**src/crcfi_pkg.sv**
```systemverilog
/*
 crc input fifo package: register offsets, field positions, reset values,
 width modes, depths and the carrier structs.
 assumes nothing beyond a SystemVerilog tool.
*/
package crcfi_pkg;
  // byte offsets on the register bus
  localparam logic [3:0] OFF_CTRL = 4'h0;
  localparam logic [3:0] OFF_STAT = 4'h4;
  localparam logic [3:0] OFF_LOW = 4'h8;
  localparam logic [3:0] OFF_HIGH = 4'hC;
  // control register fields
  localparam int CTRL_EN_BIT = 0;
  localparam int CTRL_LSB_BIT = 1;
  localparam int CTRL_DW_POS = 8;
  // status register fields
  localparam int STAT_CNT_POS = 0;
  localparam int STAT_FULL_BIT = 8;
  localparam int STAT_EMPTY_BIT = 9;
  // reset values
  localparam logic EN_RESET = 1'b0;
  localparam logic LSB_RESET = 1'b0;
  localparam logic [4:0] DW_RESET = 5'h00;
  // width field limits and logical depths
  localparam logic [4:0] DW_BYTE_MAX = 5'h07;
  localparam logic [4:0] DW_HALF_MAX = 5'h0F;
  localparam logic [4:0] DW_TOP = 5'h1F;
  localparam logic [4:0] DEPTH_BYTE = 5'h10;
  localparam logic [4:0] DEPTH_HALF = 5'h08;
  localparam logic [4:0] DEPTH_WORD = 5'h04;
  // physical storage
  localparam int STORE_WORDS = 8;
  localparam int STORE_BITS = 16;

  typedef enum logic [1:0] {
    MODE_BYTE = 2'b00,
    MODE_HALF = 2'b01,
    MODE_WORD = 2'b10
  } crcfi_mode_e;

  typedef struct packed {
    logic [4:0] dw;
    logic lsb;
    logic en;
  } crcfi_ctrl_s;

  typedef struct packed {
    logic [31:0] word;
    logic load;
  } crcfi_feed_s;
endpackage : crcfi_pkg

```
**src/crcfi_fifo.sv**
```systemverilog
/*
 crc input fifo: avalon-mm register slave, variable width data fifo on
 eight 16-bit storage words, and the word hand-off to the shift engine.
 assumes one 10 MHz clock, a synchronous active-high reset and an engine
 that asks for a word with feed_take and shifts it from bit dw downward.
*/
// Our own choices: the Avalon-MM register port and the placing of the registers.
// Operation
// RULE1 - width field holds width minus one, any width 1 to 32 bits
// RULE2 - widths up to 16 use only the low register; high writes dropped
// RULE3 - software writes the low word before the high word above 16 bits
// RULE4 - software should use byte writes for widths of eight or fewer
// RULE5 - data goes to the engine msb first at 0, lsb first at 1
// RULE6 - direction changes only input bit order, never the checksum order
// RULE7 - storage is eight 16-bit locations holding entries of any width
// RULE8 - five-bit readable count of unconsumed entries
// RULE9 - 16 entries up to width 8, 8 up to 16, 4 above
// RULE10 - reading the low data register returns zero
// RULE11 - byte mode: a write to either low-register byte lane enqueues
// RULE12 - narrow byte modes store whole bytes, feed only the width's bits
// RULE13 - count rises by one when a write covers the width's top bit; a byte-mode write of both low lanes adds two when two entries fit
// RULE14 - 9 to 16 bits: low writes reaching the top bit advance once
// RULE15 - above 16 bits: the high write covering the top bit advances
// RULE16 - writes to either data register are dropped while full
// RULE17 - byte mode word write: low byte first only when lsb first
// RULE18 - half mode: upper lane write advances; later word overrides
// RULE19 - unwritten entry bytes keep stale contents, never cleared; srst here zeroes all eight storage words
// RULE20 - full flag when count reaches the depth of the width
// RULE21 - module disabled: fifo emptied, count held at zero
// RULE22 - count falls by one per consumed entry; empty at zero
// RULE23 - entries leave oldest first with circular pointers
// RULE24 - simultaneous enqueue and dequeue keep the count right
`timescale 1ns/100ps
module crcfi_fifo #(
  parameter int STORE_WORDS = crcfi_pkg::STORE_WORDS,
  parameter int STORE_BITS = crcfi_pkg::STORE_BITS
) (
  input wire logic mclk,
  input wire logic srst,
  input wire logic [3:0] avs_address,
  input wire logic avs_read,
  input wire logic avs_write,
  input wire logic [31:0] avs_writedata,
  input wire logic [3:0] avs_byteenable,
  output logic [31:0] avs_readdata,
  output logic avs_waitrequest,
  input wire logic feed_take,
  output crcfi_pkg::crcfi_feed_s feed,
  output crcfi_pkg::crcfi_ctrl_s ctrl,
  output logic [4:0] valid_entry_count,
  output logic fifo_full_flag,
  output logic fifo_empty_flag
);
  if (STORE_WORDS != 8 || STORE_BITS != 16) begin : g_chk
    $error("crcfi_fifo serves only eight 16-bit storage words");
  end

  function automatic crcfi_pkg::crcfi_mode_e mode_of(input logic [4:0] dw);
    if (dw <= crcfi_pkg::DW_BYTE_MAX) begin
      mode_of = crcfi_pkg::MODE_BYTE;
    end else if (dw <= crcfi_pkg::DW_HALF_MAX) begin
      mode_of = crcfi_pkg::MODE_HALF;
    end else begin
      mode_of = crcfi_pkg::MODE_WORD;
    end
  endfunction : mode_of

  function automatic logic [4:0] depth_of(input crcfi_pkg::crcfi_mode_e m);
    case (m)
      crcfi_pkg::MODE_BYTE: depth_of = crcfi_pkg::DEPTH_BYTE;
      crcfi_pkg::MODE_HALF: depth_of = crcfi_pkg::DEPTH_HALF;
      default: depth_of = crcfi_pkg::DEPTH_WORD;
    endcase
  endfunction : depth_of

  // circular advance of an entry pointer within the logical depth
  function automatic logic [3:0] adv(input logic [3:0] p, input logic [4:0] d);
    logic [4:0] n;
    n = {1'b0, p} + 5'h01;
    adv = (n == d) ? 4'h0 : n[3:0];
  endfunction : adv

  logic [STORE_BITS-1:0] mem [STORE_WORDS];
  logic [3:0] wp;
  logic [3:0] rp;
  logic [3:0] wp_nxt;
  logic ack;
  crcfi_pkg::crcfi_mode_e mode;
  logic [4:0] depth;
  logic wr_acc, rd_req, wr_lo, wr_hi, hi_drop, pop, space2;
  logic [1:0] push;
  logic [7:0] fst, snd;
  logic [4:0] next_count;
  logic [31:0] head, masked, rev;

  assign mode = mode_of(ctrl.dw); // RULE1
  assign depth = depth_of(mode); // RULE9
  // one shared next slot keeps the second byte index at storage width
  assign wp_nxt = adv(wp, depth);

  // one wait cycle per access gives registered read data
  assign avs_waitrequest = (avs_read | avs_write) & ~ack;
  assign wr_acc = avs_write & ack;
  assign rd_req = avs_read & ~ack;

  always_ff @(posedge mclk) begin
    if (srst) begin
      ack <= 1'b0;
    end else begin
      ack <= (avs_read | avs_write) & ~ack;
    end
  end

  always_ff @(posedge mclk) begin
    if (srst) begin
      ctrl.en <= crcfi_pkg::EN_RESET;
      ctrl.lsb <= crcfi_pkg::LSB_RESET; // RULE5
      ctrl.dw <= crcfi_pkg::DW_RESET;
    end else if (wr_acc && avs_address == crcfi_pkg::OFF_CTRL) begin
      if (avs_byteenable[0]) begin
        ctrl.en <= avs_writedata[crcfi_pkg::CTRL_EN_BIT];
        ctrl.lsb <= avs_writedata[crcfi_pkg::CTRL_LSB_BIT];
      end
      if (avs_byteenable[1]) begin
        ctrl.dw <= avs_writedata[crcfi_pkg::CTRL_DW_POS +: 5]; // RULE1
      end
    end
  end

  always_ff @(posedge mclk) begin
    if (srst) begin
      avs_readdata <= 32'h0000_0000;
    end else if (rd_req) begin
      avs_readdata <= 32'h0000_0000;
      case (avs_address)
        crcfi_pkg::OFF_CTRL: begin
          avs_readdata[crcfi_pkg::CTRL_EN_BIT] <= ctrl.en;
          avs_readdata[crcfi_pkg::CTRL_LSB_BIT] <= ctrl.lsb;
          avs_readdata[crcfi_pkg::CTRL_DW_POS +: 5] <= ctrl.dw;
        end
        crcfi_pkg::OFF_STAT: begin
          avs_readdata[crcfi_pkg::STAT_CNT_POS +: 5] <= valid_entry_count; // RULE8
          avs_readdata[crcfi_pkg::STAT_FULL_BIT] <= fifo_full_flag;
          avs_readdata[crcfi_pkg::STAT_EMPTY_BIT] <= fifo_empty_flag;
        end
        // data registers and holes read as zero
        default: avs_readdata <= 32'h0000_0000; // RULE10
      endcase
    end
  end

  // accepted data writes; full or disabled drops them silently
  always_comb begin
    wr_lo = wr_acc && avs_address == crcfi_pkg::OFF_LOW && ctrl.en && !fifo_full_flag; // RULE16
    hi_drop = mode != crcfi_pkg::MODE_WORD; // RULE2
    wr_hi = wr_acc && avs_address == crcfi_pkg::OFF_HIGH && ctrl.en && !fifo_full_flag && !hi_drop;
    space2 = (valid_entry_count + 5'h02) <= depth;
    if (avs_byteenable[1:0] == 2'b11) begin
      fst = ctrl.lsb ? avs_writedata[7:0] : avs_writedata[15:8]; // RULE17
    end else begin
      fst = avs_byteenable[0] ? avs_writedata[7:0] : avs_writedata[15:8];
    end
    snd = ctrl.lsb ? avs_writedata[15:8] : avs_writedata[7:0];
    push = 2'b00;
    case (mode)
      crcfi_pkg::MODE_BYTE: begin
        if (wr_lo && avs_byteenable[1:0] != 2'b00) begin // RULE11
          push = (avs_byteenable[1:0] == 2'b11 && space2) ? 2'b10 : 2'b01; // RULE13
        end
      end
      crcfi_pkg::MODE_HALF: begin
        if (wr_lo && avs_byteenable[1]) begin // RULE14
          push = 2'b01;
        end
      end
      crcfi_pkg::MODE_WORD: begin
        if (wr_hi && avs_byteenable[{1'b0, ctrl.dw[3]}]) begin // RULE15
          push = 2'b01;
        end
      end
      default: push = 2'b00;
    endcase
  end

  // storage holds no clear on disable, so skipped bytes stay stale
  always_ff @(posedge mclk) begin
    if (srst) begin
      for (int i = 0; i < STORE_WORDS; i++) begin
        mem[i] <= '0;
      end
    end else begin
      case (mode)
        crcfi_pkg::MODE_BYTE: begin
          if (push != 2'b00) begin
            mem[wp[3:1]][{wp[0], 3'h0} +: 8] <= fst; // RULE7
          end
          if (push == 2'b10) begin
            mem[wp_nxt[3:1]][{wp_nxt[0], 3'h0} +: 8] <= snd;
          end
        end
        crcfi_pkg::MODE_HALF: begin
          if (wr_lo && avs_byteenable[0]) begin
            mem[wp[2:0]][7:0] <= avs_writedata[7:0]; // RULE18
          end
          if (wr_lo && avs_byteenable[1]) begin
            mem[wp[2:0]][15:8] <= avs_writedata[15:8];
          end
        end
        crcfi_pkg::MODE_WORD: begin
          if ((wr_lo || wr_hi) && avs_byteenable[0]) begin
            mem[{wp[1:0], wr_hi}][7:0] <= avs_writedata[7:0];
          end
          if ((wr_lo || wr_hi) && avs_byteenable[1]) begin
            mem[{wp[1:0], wr_hi}][15:8] <= avs_writedata[15:8]; // RULE19
          end
        end
        default: ;
      endcase
    end
  end

  assign pop = feed_take && valid_entry_count != 5'h00;
  assign next_count = valid_entry_count + {3'h0, push} - {4'h0, pop}; // RULE24

  always_ff @(posedge mclk) begin
    if (srst || !ctrl.en) begin
      valid_entry_count <= 5'h00; // RULE21
      fifo_full_flag <= 1'b0;
      fifo_empty_flag <= 1'b1;
      wp <= 4'h0;
      rp <= 4'h0;
    end else begin
      valid_entry_count <= next_count; // RULE22
      fifo_full_flag <= next_count == depth; // RULE20
      fifo_empty_flag <= next_count == 5'h00;
      if (push == 2'b10) begin
        wp <= adv(wp_nxt, depth);
      end else if (push == 2'b01) begin
        wp <= wp_nxt;
      end
      if (pop) begin
        rp <= adv(rp, depth); // RULE23
      end
    end
  end

  // oldest entry, cut to the width; lsb first mirrors it within the width
  always_comb begin
    case (mode)
      crcfi_pkg::MODE_BYTE: head = {24'h000000, mem[rp[3:1]][{rp[0], 3'h0} +: 8]};
      crcfi_pkg::MODE_HALF: head = {16'h0000, mem[rp[2:0]]};
      default: head = {mem[{rp[1:0], 1'b1}], mem[{rp[1:0], 1'b0}]};
    endcase
    masked = head & (32'hFFFF_FFFF >> (crcfi_pkg::DW_TOP - ctrl.dw)); // RULE12
    for (int i = 0; i < 32; i++) begin
      rev[i] = masked[31 - i];
    end
  end

  // only the feed order flips; the engine's remainder is left untouched
  always_ff @(posedge mclk) begin
    if (srst) begin
      feed <= '0;
    end else begin
      feed.load <= pop;
      if (pop) begin
        feed.word <= ctrl.lsb ? (rev >> (crcfi_pkg::DW_TOP - ctrl.dw)) : masked; // RULE5 RULE6
      end
    end
  end
endmodule : crcfi_fifo

```
**config.mk**
```make
export PLATFORM = sky130hd
export DESIGN_NAME = crcfi_fifo
export DESIGN_NICKNAME = d
export VERILOG_FILES = /design/src/crcfi_pkg.sv /design/src/crcfi_fifo.sv
export SDC_FILE = /design/constraint.sdc
export NUM_CORES = 1
export LEC_CHECK = 0
export ABC_AREA = 1
export BUFFER_PORTS_ARGS = -buffer_cell sky130_fd_sc_hd__buf_2
export CELL_PAD_IN_SITES_DETAIL_PLACEMENT = 2
export CELL_PAD_IN_SITES_GLOBAL_PLACEMENT = 2
export CORE_MARGIN = 4
export CORE_UTILIZATION = 31
export CTS_BUF_LIST = sky130_fd_sc_hd__clkbuf_8 sky130_fd_sc_hd__clkbuf_16
export CTS_CLUSTER_SIZE = 20
export DETAILED_ROUTE_END_ITERATION = 8
export GPL_TIMING_DRIVEN = 0
export MAX_ROUTING_LAYER = met4
export PLACE_DENSITY_LB_ADDON = 0.2
export SLEW_MARGIN = 20
export SYNTH_ARGS = -nofsm -noshare
export SYNTH_HDL_FRONTEND = slang
export SYNTH_SLANG_ARGS = --single-unit
```
**constraint.sdc**
```tcl
create_clock -name mclk -period 3.71 [get_ports mclk]
set_input_delay 0.371 -clock mclk [delete_from_list [all_inputs] [get_ports mclk]]
set_output_delay 0.371 -clock mclk [all_outputs]
set_load 0.03 [all_outputs]
```
# Word-level counts from Yosys, hierarchy flattened
# Memory sizes are Yosys's and may differ from the RTL's. A register that Yosys moved wholly into a read port is not among the register bits.
# Index checks and enable logic that the tools add are counted.
[totals] reg_bits=66 ram_bits=128 inputBits=45 output_inout_bits=80 wordCells=157 n_memories=1
[memory_table] name="mem" depth=8 width=16 rd=4 rd_ports_with_merged_regs=4 write_ports=8 line="crcfi_fifo.sv:83" text="logic [STORE_BITS-1:0] mem [STORE_WORDS];"
[op_classes] n_addsub=9 order_cmp=4 eq_ne=13 shifts=7 muxes=71 bitwise=6 n_reduce_logical=34
[ops] op="16-bit two-way mux" n=10
[ops] op="32-bit case mux with 2 select lines" n=1
[ops] op="16-bit OR reduction" n=4
[ops] op="3-bit two-way mux" n=14
[ops] op="32-bit AND" n=1
[ops] op="32-bit two-way mux" n=1
[ops] op="8-bit two-way mux" n=4
[ops] op="8-bit by 6-bit variable shift with 16-bit output (first input constant)" n=2
[ops] op="8-bit by 6-bit variable part select with 16-bit output" n=2
[ops] op="32-bit by 5-bit >> shifter with 32-bit output" n=1
[ops] op="32-bit by 5-bit >> shifter with 32-bit output (first input constant)" n=1
[ops] op="1-bit two-way mux" n=28
[ops] op="5-bit equality test" n=4
[ops] op="4-bit two-way mux" n=5
[ops] op="1-bit logical AND" n=16
[ops] op="16-bit by 5-bit variable part select with 8-bit output" n=1
[ops] op="4-bit by 1-bit adder with 5-bit output (second input constant)" n=3
[ops] op="4-bit negator with 6-bit output" n=2
[ops] op="5-bit case mux with 2 select lines" n=1
[ops] op="4-bit equality test (second input constant)" n=2
[ops] op="2-bit two-way mux" n=4
[ops] op="2-bit case mux with 2 select lines" n=2
[ops] op="2-bit equality test (second input constant)" n=3
[ops] op="2-bit case mux with 3 select lines" n=1
[ops] op="22 further kinds" n=31

# Logic depth before layout (Yosys ltp)
[depth] word_depth=19 depth_mapped=21 mapped_depth_nobuf=21

# Least setup slack after synthesis
# Ideal clock, no wire load.
[synth_timing] kind="register -> register" start="reg ctrl[6] (netlist name)" end="reg fifo_full_flag" setup_time_ns=0.139 t_arrival_ns=3.956 required_ns=3.571 path_slack_ns=-0.385 stages_incl_launch_ff=20 n_path_buf=4 synth_period_minus_slack_ns=4.095 path_cell_list="dfxtp_1 > buf_2 > clkbuf_1 > clkbuf_1 > clkbuf_1 > ha_1 > nand3_1 > a211oi_1 > a2111oi_0 > a221oi_1 > ha_1 > inv_1 > ha_1 > inv_1 > fa_1 > o21ai_0 > xor2_1 > inv_1 > o211ai_1 > a211oi_1"
[synth_via] elab_chain_cells=13 elab_cells_between_ends=21 cone_classes="2 x add/sub; 3 x order compare; 4 x eq/ne; 7 x mux; 5 x reduce/logical"
[synth_lines] item="from (decl)" line="crcfi_fifo.sv:49" text="output crcfi_pkg::crcfi_ctrl_s ctrl,"
[synth_lines] item="5-bit by 4-bit less-or-equal comparator with 1-bit output" line="crcfi_fifo.sv:61" text="end else if (dw <= crcfi_pkg::DW_HALF_MAX) begin"
[synth_lines] item="2-bit two-way mux" line="crcfi_fifo.sv:61"
[synth_lines] item="2-bit two-way mux *" line="crcfi_fifo.sv:59" text="if (dw <= crcfi_pkg::DW_BYTE_MAX) begin"
[synth_lines] item="2-bit by 1-bit equality test with 1-bit output or 2-bit logical NOT (tied branches)" line="crcfi_fifo.sv:69, crcfi_fifo.sv:165"
[synth_lines] item="5-bit case mux with 2 select lines" line="crcfi_fifo.sv:69" text="case (m)"
[synth_lines] item="5-bit less-or-equal comparator" line="crcfi_fifo.sv:157" text="space2 = (valid_entry_count + 5'h02) <= depth;"
[synth_lines] item="1-bit logical AND" line="crcfi_fifo.sv:168" text="push = (avs_byteenable[1:0] == 2'b11 && space2) ? 2'b10 : 2'b01;"
[synth_lines] item="2-bit two-way mux" line="crcfi_fifo.sv:168"
[synth_lines] item="2-bit two-way mux" line="crcfi_fifo.sv:167" text="if (wr_lo && avs_byteenable[1:0] != 2'b00) begin"
[synth_lines] item="2-bit case mux with 3 select lines" line="crcfi_fifo.sv:165" text="case (mode)"
[synth_lines] item="5-bit by 2-bit adder with 5-bit output" line="crcfi_fifo.sv:223" text="assign next_count = valid_entry_count + {3'h0, push} - {4'h0, pop};"
[synth_lines] item="5-bit by 1-bit subtractor with 5-bit output" line="crcfi_fifo.sv:223"
[synth_lines] item="5-bit equality test *" line="crcfi_fifo.sv:234" text="fifo_full_flag <= next_count == depth;"
[synth_lines] item="to (signal assigned)" line="crcfi_fifo.sv:234"
[synth_lines] item="to (decl)" line="crcfi_fifo.sv:51" text="output logic fifo_full_flag,"
# Every way passes the cells marked *; elsewhere a longest branch is shown, timed or not.
# A chain may end at the register's enable or synchronous reset.

==> results.toml <==
[logic_synthesis]
yosysWarnings = 0
synth-seq-cells = 198
synthCells = 2068
synth_seq_area_share_pct = 36.5
netlist_area_mm2 = 0.0144
synth_cell_types = 50
synthArstFlopShare_pct = 0
synth_area_per_cell_um2 = 6.94
synth_edf_count = 128
synth_ff_type = "edfxtp_1"

[floorplan]
dieArea_mm2 = 0.0498
die_h_um = 223
io_pins = 125
start_util_pct = 31.5
die_w_um = 223
fp-row-count = 78
core-area_mm2 = 0.0456

[clock_network]
cts_sinks = 198
htreeDepth = 4
cts_hold_buf = 0
cts_buffers = 17
clk_latency_ns = 0.52
clk_pin_slew_worst_paths_ns = 0.09
clock_path_buffers = 2
root_buffer = "clkbuf_16"
cts_tree = "done"

[worst_setup_path]
reg2reg_depth = 15
worstSetupPathType = "reg2reg"
crit_fanout = 10
r2r-end = "mem[0][3]$_DFFE_PP_"
critPathLaunchType = "register"
r2r_start = "ctrl[5]$_SDFFE_PP0P_"
r2r_slack_ns = -0.64
required_ns = 3.94
end_kind = "register"
cp-startpoint = "ctrl[5]$_SDFFE_PP0P_"
arrival_ns = 4.57

[power_and_ir_drop]
p_total_mw = 5.16
p_comb_share_pct = 8.8
leakage_nw = 7.40
internal_power_mw = 3.52
peakVddDrop_uv = 458
p_per_area_mw_per_mm2 = 279
clkPwrFrac_pct = 42.5
sequentialPowerShare_pct = 48.7
switching_share_pct = 31.8
p_sw_mw = 1.64

[sta]
fin_skew_ns = 0.0191
worst_slack_ns = -0.637
min_period_ns = 4.35
rsz0062_at_grt = "true"
slew_headroom_pct = 21.7
report.final.slew_viol_count = 0
fin_crit_sh_pct = 117
max_freq_ghz = 0.230
finalSetupViolations = 263
worst_slew_pin_slew_ns = 1.17
finalHoldViolCount = 0

[detailed_routing]
via_per_inst = 6.43
drt-pass1-iter-count = 5
antenna_left = 0
drt-wirelength-per-cell_um = 35.3
drt_iter0_markers = 2146
dr_total_vias = 18600
drc_errors = 0
routed_wl_mm = 102

[outcome]
run_status = "finished, violations left"
violations = "setup timing"

[global_routing]
grt_pass1_wl_mm = 129
overflow = 0
antenna_found_initial = 4
grt_max_degree = 24
first_global_vias = 18000
track_usage_pct = 36.2

[layout]
final_common_cell = "nand2_1"
final_cell_mix = "nand2_1, nand3_1, o21ai_0, inv_1, nor2_1"
drive_gt1_share_pct = 20.6
syn_to_final_growth_pct = 29.0
nets = 2337

[hold_path]
min_path_cells = 3
whs_endpoint = "ack$_SDFF_PP0_"
hp-class = "in2reg"
worstHoldStart = "avs_read"

[placement]
port-buffer-count = 84
dp_hpwl_mm = 69.8
gp_congestion = 1.06
pre_cts_ws_ns = -1.69

[flow_run]
cap_violations = 0
synth_stat cells (all sizes together) (6+ instances only):
library cell  number  area, um2
or2               30        188
buf               75        397
nor2             147        564
o221ai             6       52.6
o22ai            132        826
clkbuf            79        297
xor2              15        131
inv              155        584
a21oi             84        420
o21ai            181        921
nand3            351       1820
nor3              11       55.1
nand2            473       1780
o211ai            50        375
a31oi             15       93.8
nand4             10       62.6
edfxtp           128       3840
dfxtp             70       1400
ha                19        238
what timing repair did:
action / CTS / global route
buffers inserted: 20 / 52
setup endpoints to repair: 273 / 281
pin swaps: 18 / 60
gates resized for setup: 112 / 186
gates cloned: 0 / 12
routing by layer:
| layer | track usage [%] | up-vias | wire (um) |
|---|---|---|---|
| met5 | - | - | 0 |
| met4 | 14.6 | 0 | 5330 |
| met3 | 7.95 | 276 | 10800 |
| met2 | 55.3 | 1176 | 46400 |
| met1 | 46.7 | 9489 | 39500 |
| li1 | - | 7651 | - |
registers in the layout, indices dropped and copies added, names as in the netlist, named ones only:
register           cells
mem                  128
feed                  33
avs_readdata          10
ctrl                   7
valid_entry_count      5
rp                     4
wp                     4
ack                    1
fifo_empty_flag        1
fifo_full_flag         1
logic make-up (layout without fill, tap and decap cells):
group	after synthesis	after routing	synth area share (%)
adders and majority gates	20	20	1.80
buffers and inverters	314	498	9.03
and+or+nand+nor	1030	1042	31.6
AOI/OAI and AO/OA	489	489	20.0
other	1	28	0.0261
DFF	198	198	36.5
xor gates and xnor gates	16	16	0.976
worst max path at each step:
stage / end / slack, ns
finish: mem[0][3]$_DFFE_PP_ / -0.64
global route: mem[0][3]$_DFFE_PP_ / -0.62
CTS: fifo_full_flag$_SDFF_PP0_ / -0.02
detailed placement: mem[7][3]$_DFFE_PP_ / -1.69
global placement: mem[7][5]$_DFFE_PP_ / -1.52
floorplan: fifo_full_flag$_SDFF_PP0_ / 0.002
critical path: stages, from the launching register on:
cell and delay (ns):
dfxtp_4 0.39, buf_4 0.16, clkbuf_2 0.43, buf_2 0.45, o21ai_0 0.33, a221oi_2 0.44
buf_4 0.24, ha_1 0.21, nor2_2 0.09, a221oi_4 0.47, clkinv_4 0.14, buf_4 0.18
buf_4 0.13, nand3_4 0.14, buf_4 0.16, o22ai_1 0.09
stage by stage:
step / area [um2] / TNS [ns] / hold slack (ns) / util, % / instances
6_report: 18500 / -122.33 / 0.211 / 40.6 / 2891
3_3_place_gp: 15600 / -317.20 / 0.455 / 34.3 / 2773
2_1_floorplan: 14500 / 0 / 0.468 / - / 2089
3_5_place_dp: 15600 / -356.46 / 0.466 / 34.3 / 2773
4_1_cts: 16900 / -0.0193 / 0.203 / 37.2 / 2823
5_1_grt: 18500 / -112.53 / 0.214 / 40.6 / 2889
layout make-up:
class,count,area [um2]
Buffer,150,767
Timing Repair Buffer,156,1140
Fill cell,5208,27100
Inverter,160,628
Multi-Input combinational cell,1589,9290
Antenna cell,6,15.0
Tap cell,600,751
Clock buffer,17,425
Clock inverter,15,235
Sequential cell,198,5260
power groups by stage:
stage | Combinational, mW | Clock (mW) | Sequential [mW]
6_report | 0.456 | 2.19 | 2.51
2_1_floorplan | 0.236 | 0 | 2.49
5_1_grt | 0.479 | 2.27 | 2.51
3_3_place_gp | 0.373 | 0 | 2.54
3_5_place_dp | 0.391 | 0 | 2.55
4_1_cts | 0.404 | 2.09 | 2.49
Power figures use the tool's default switching activity.
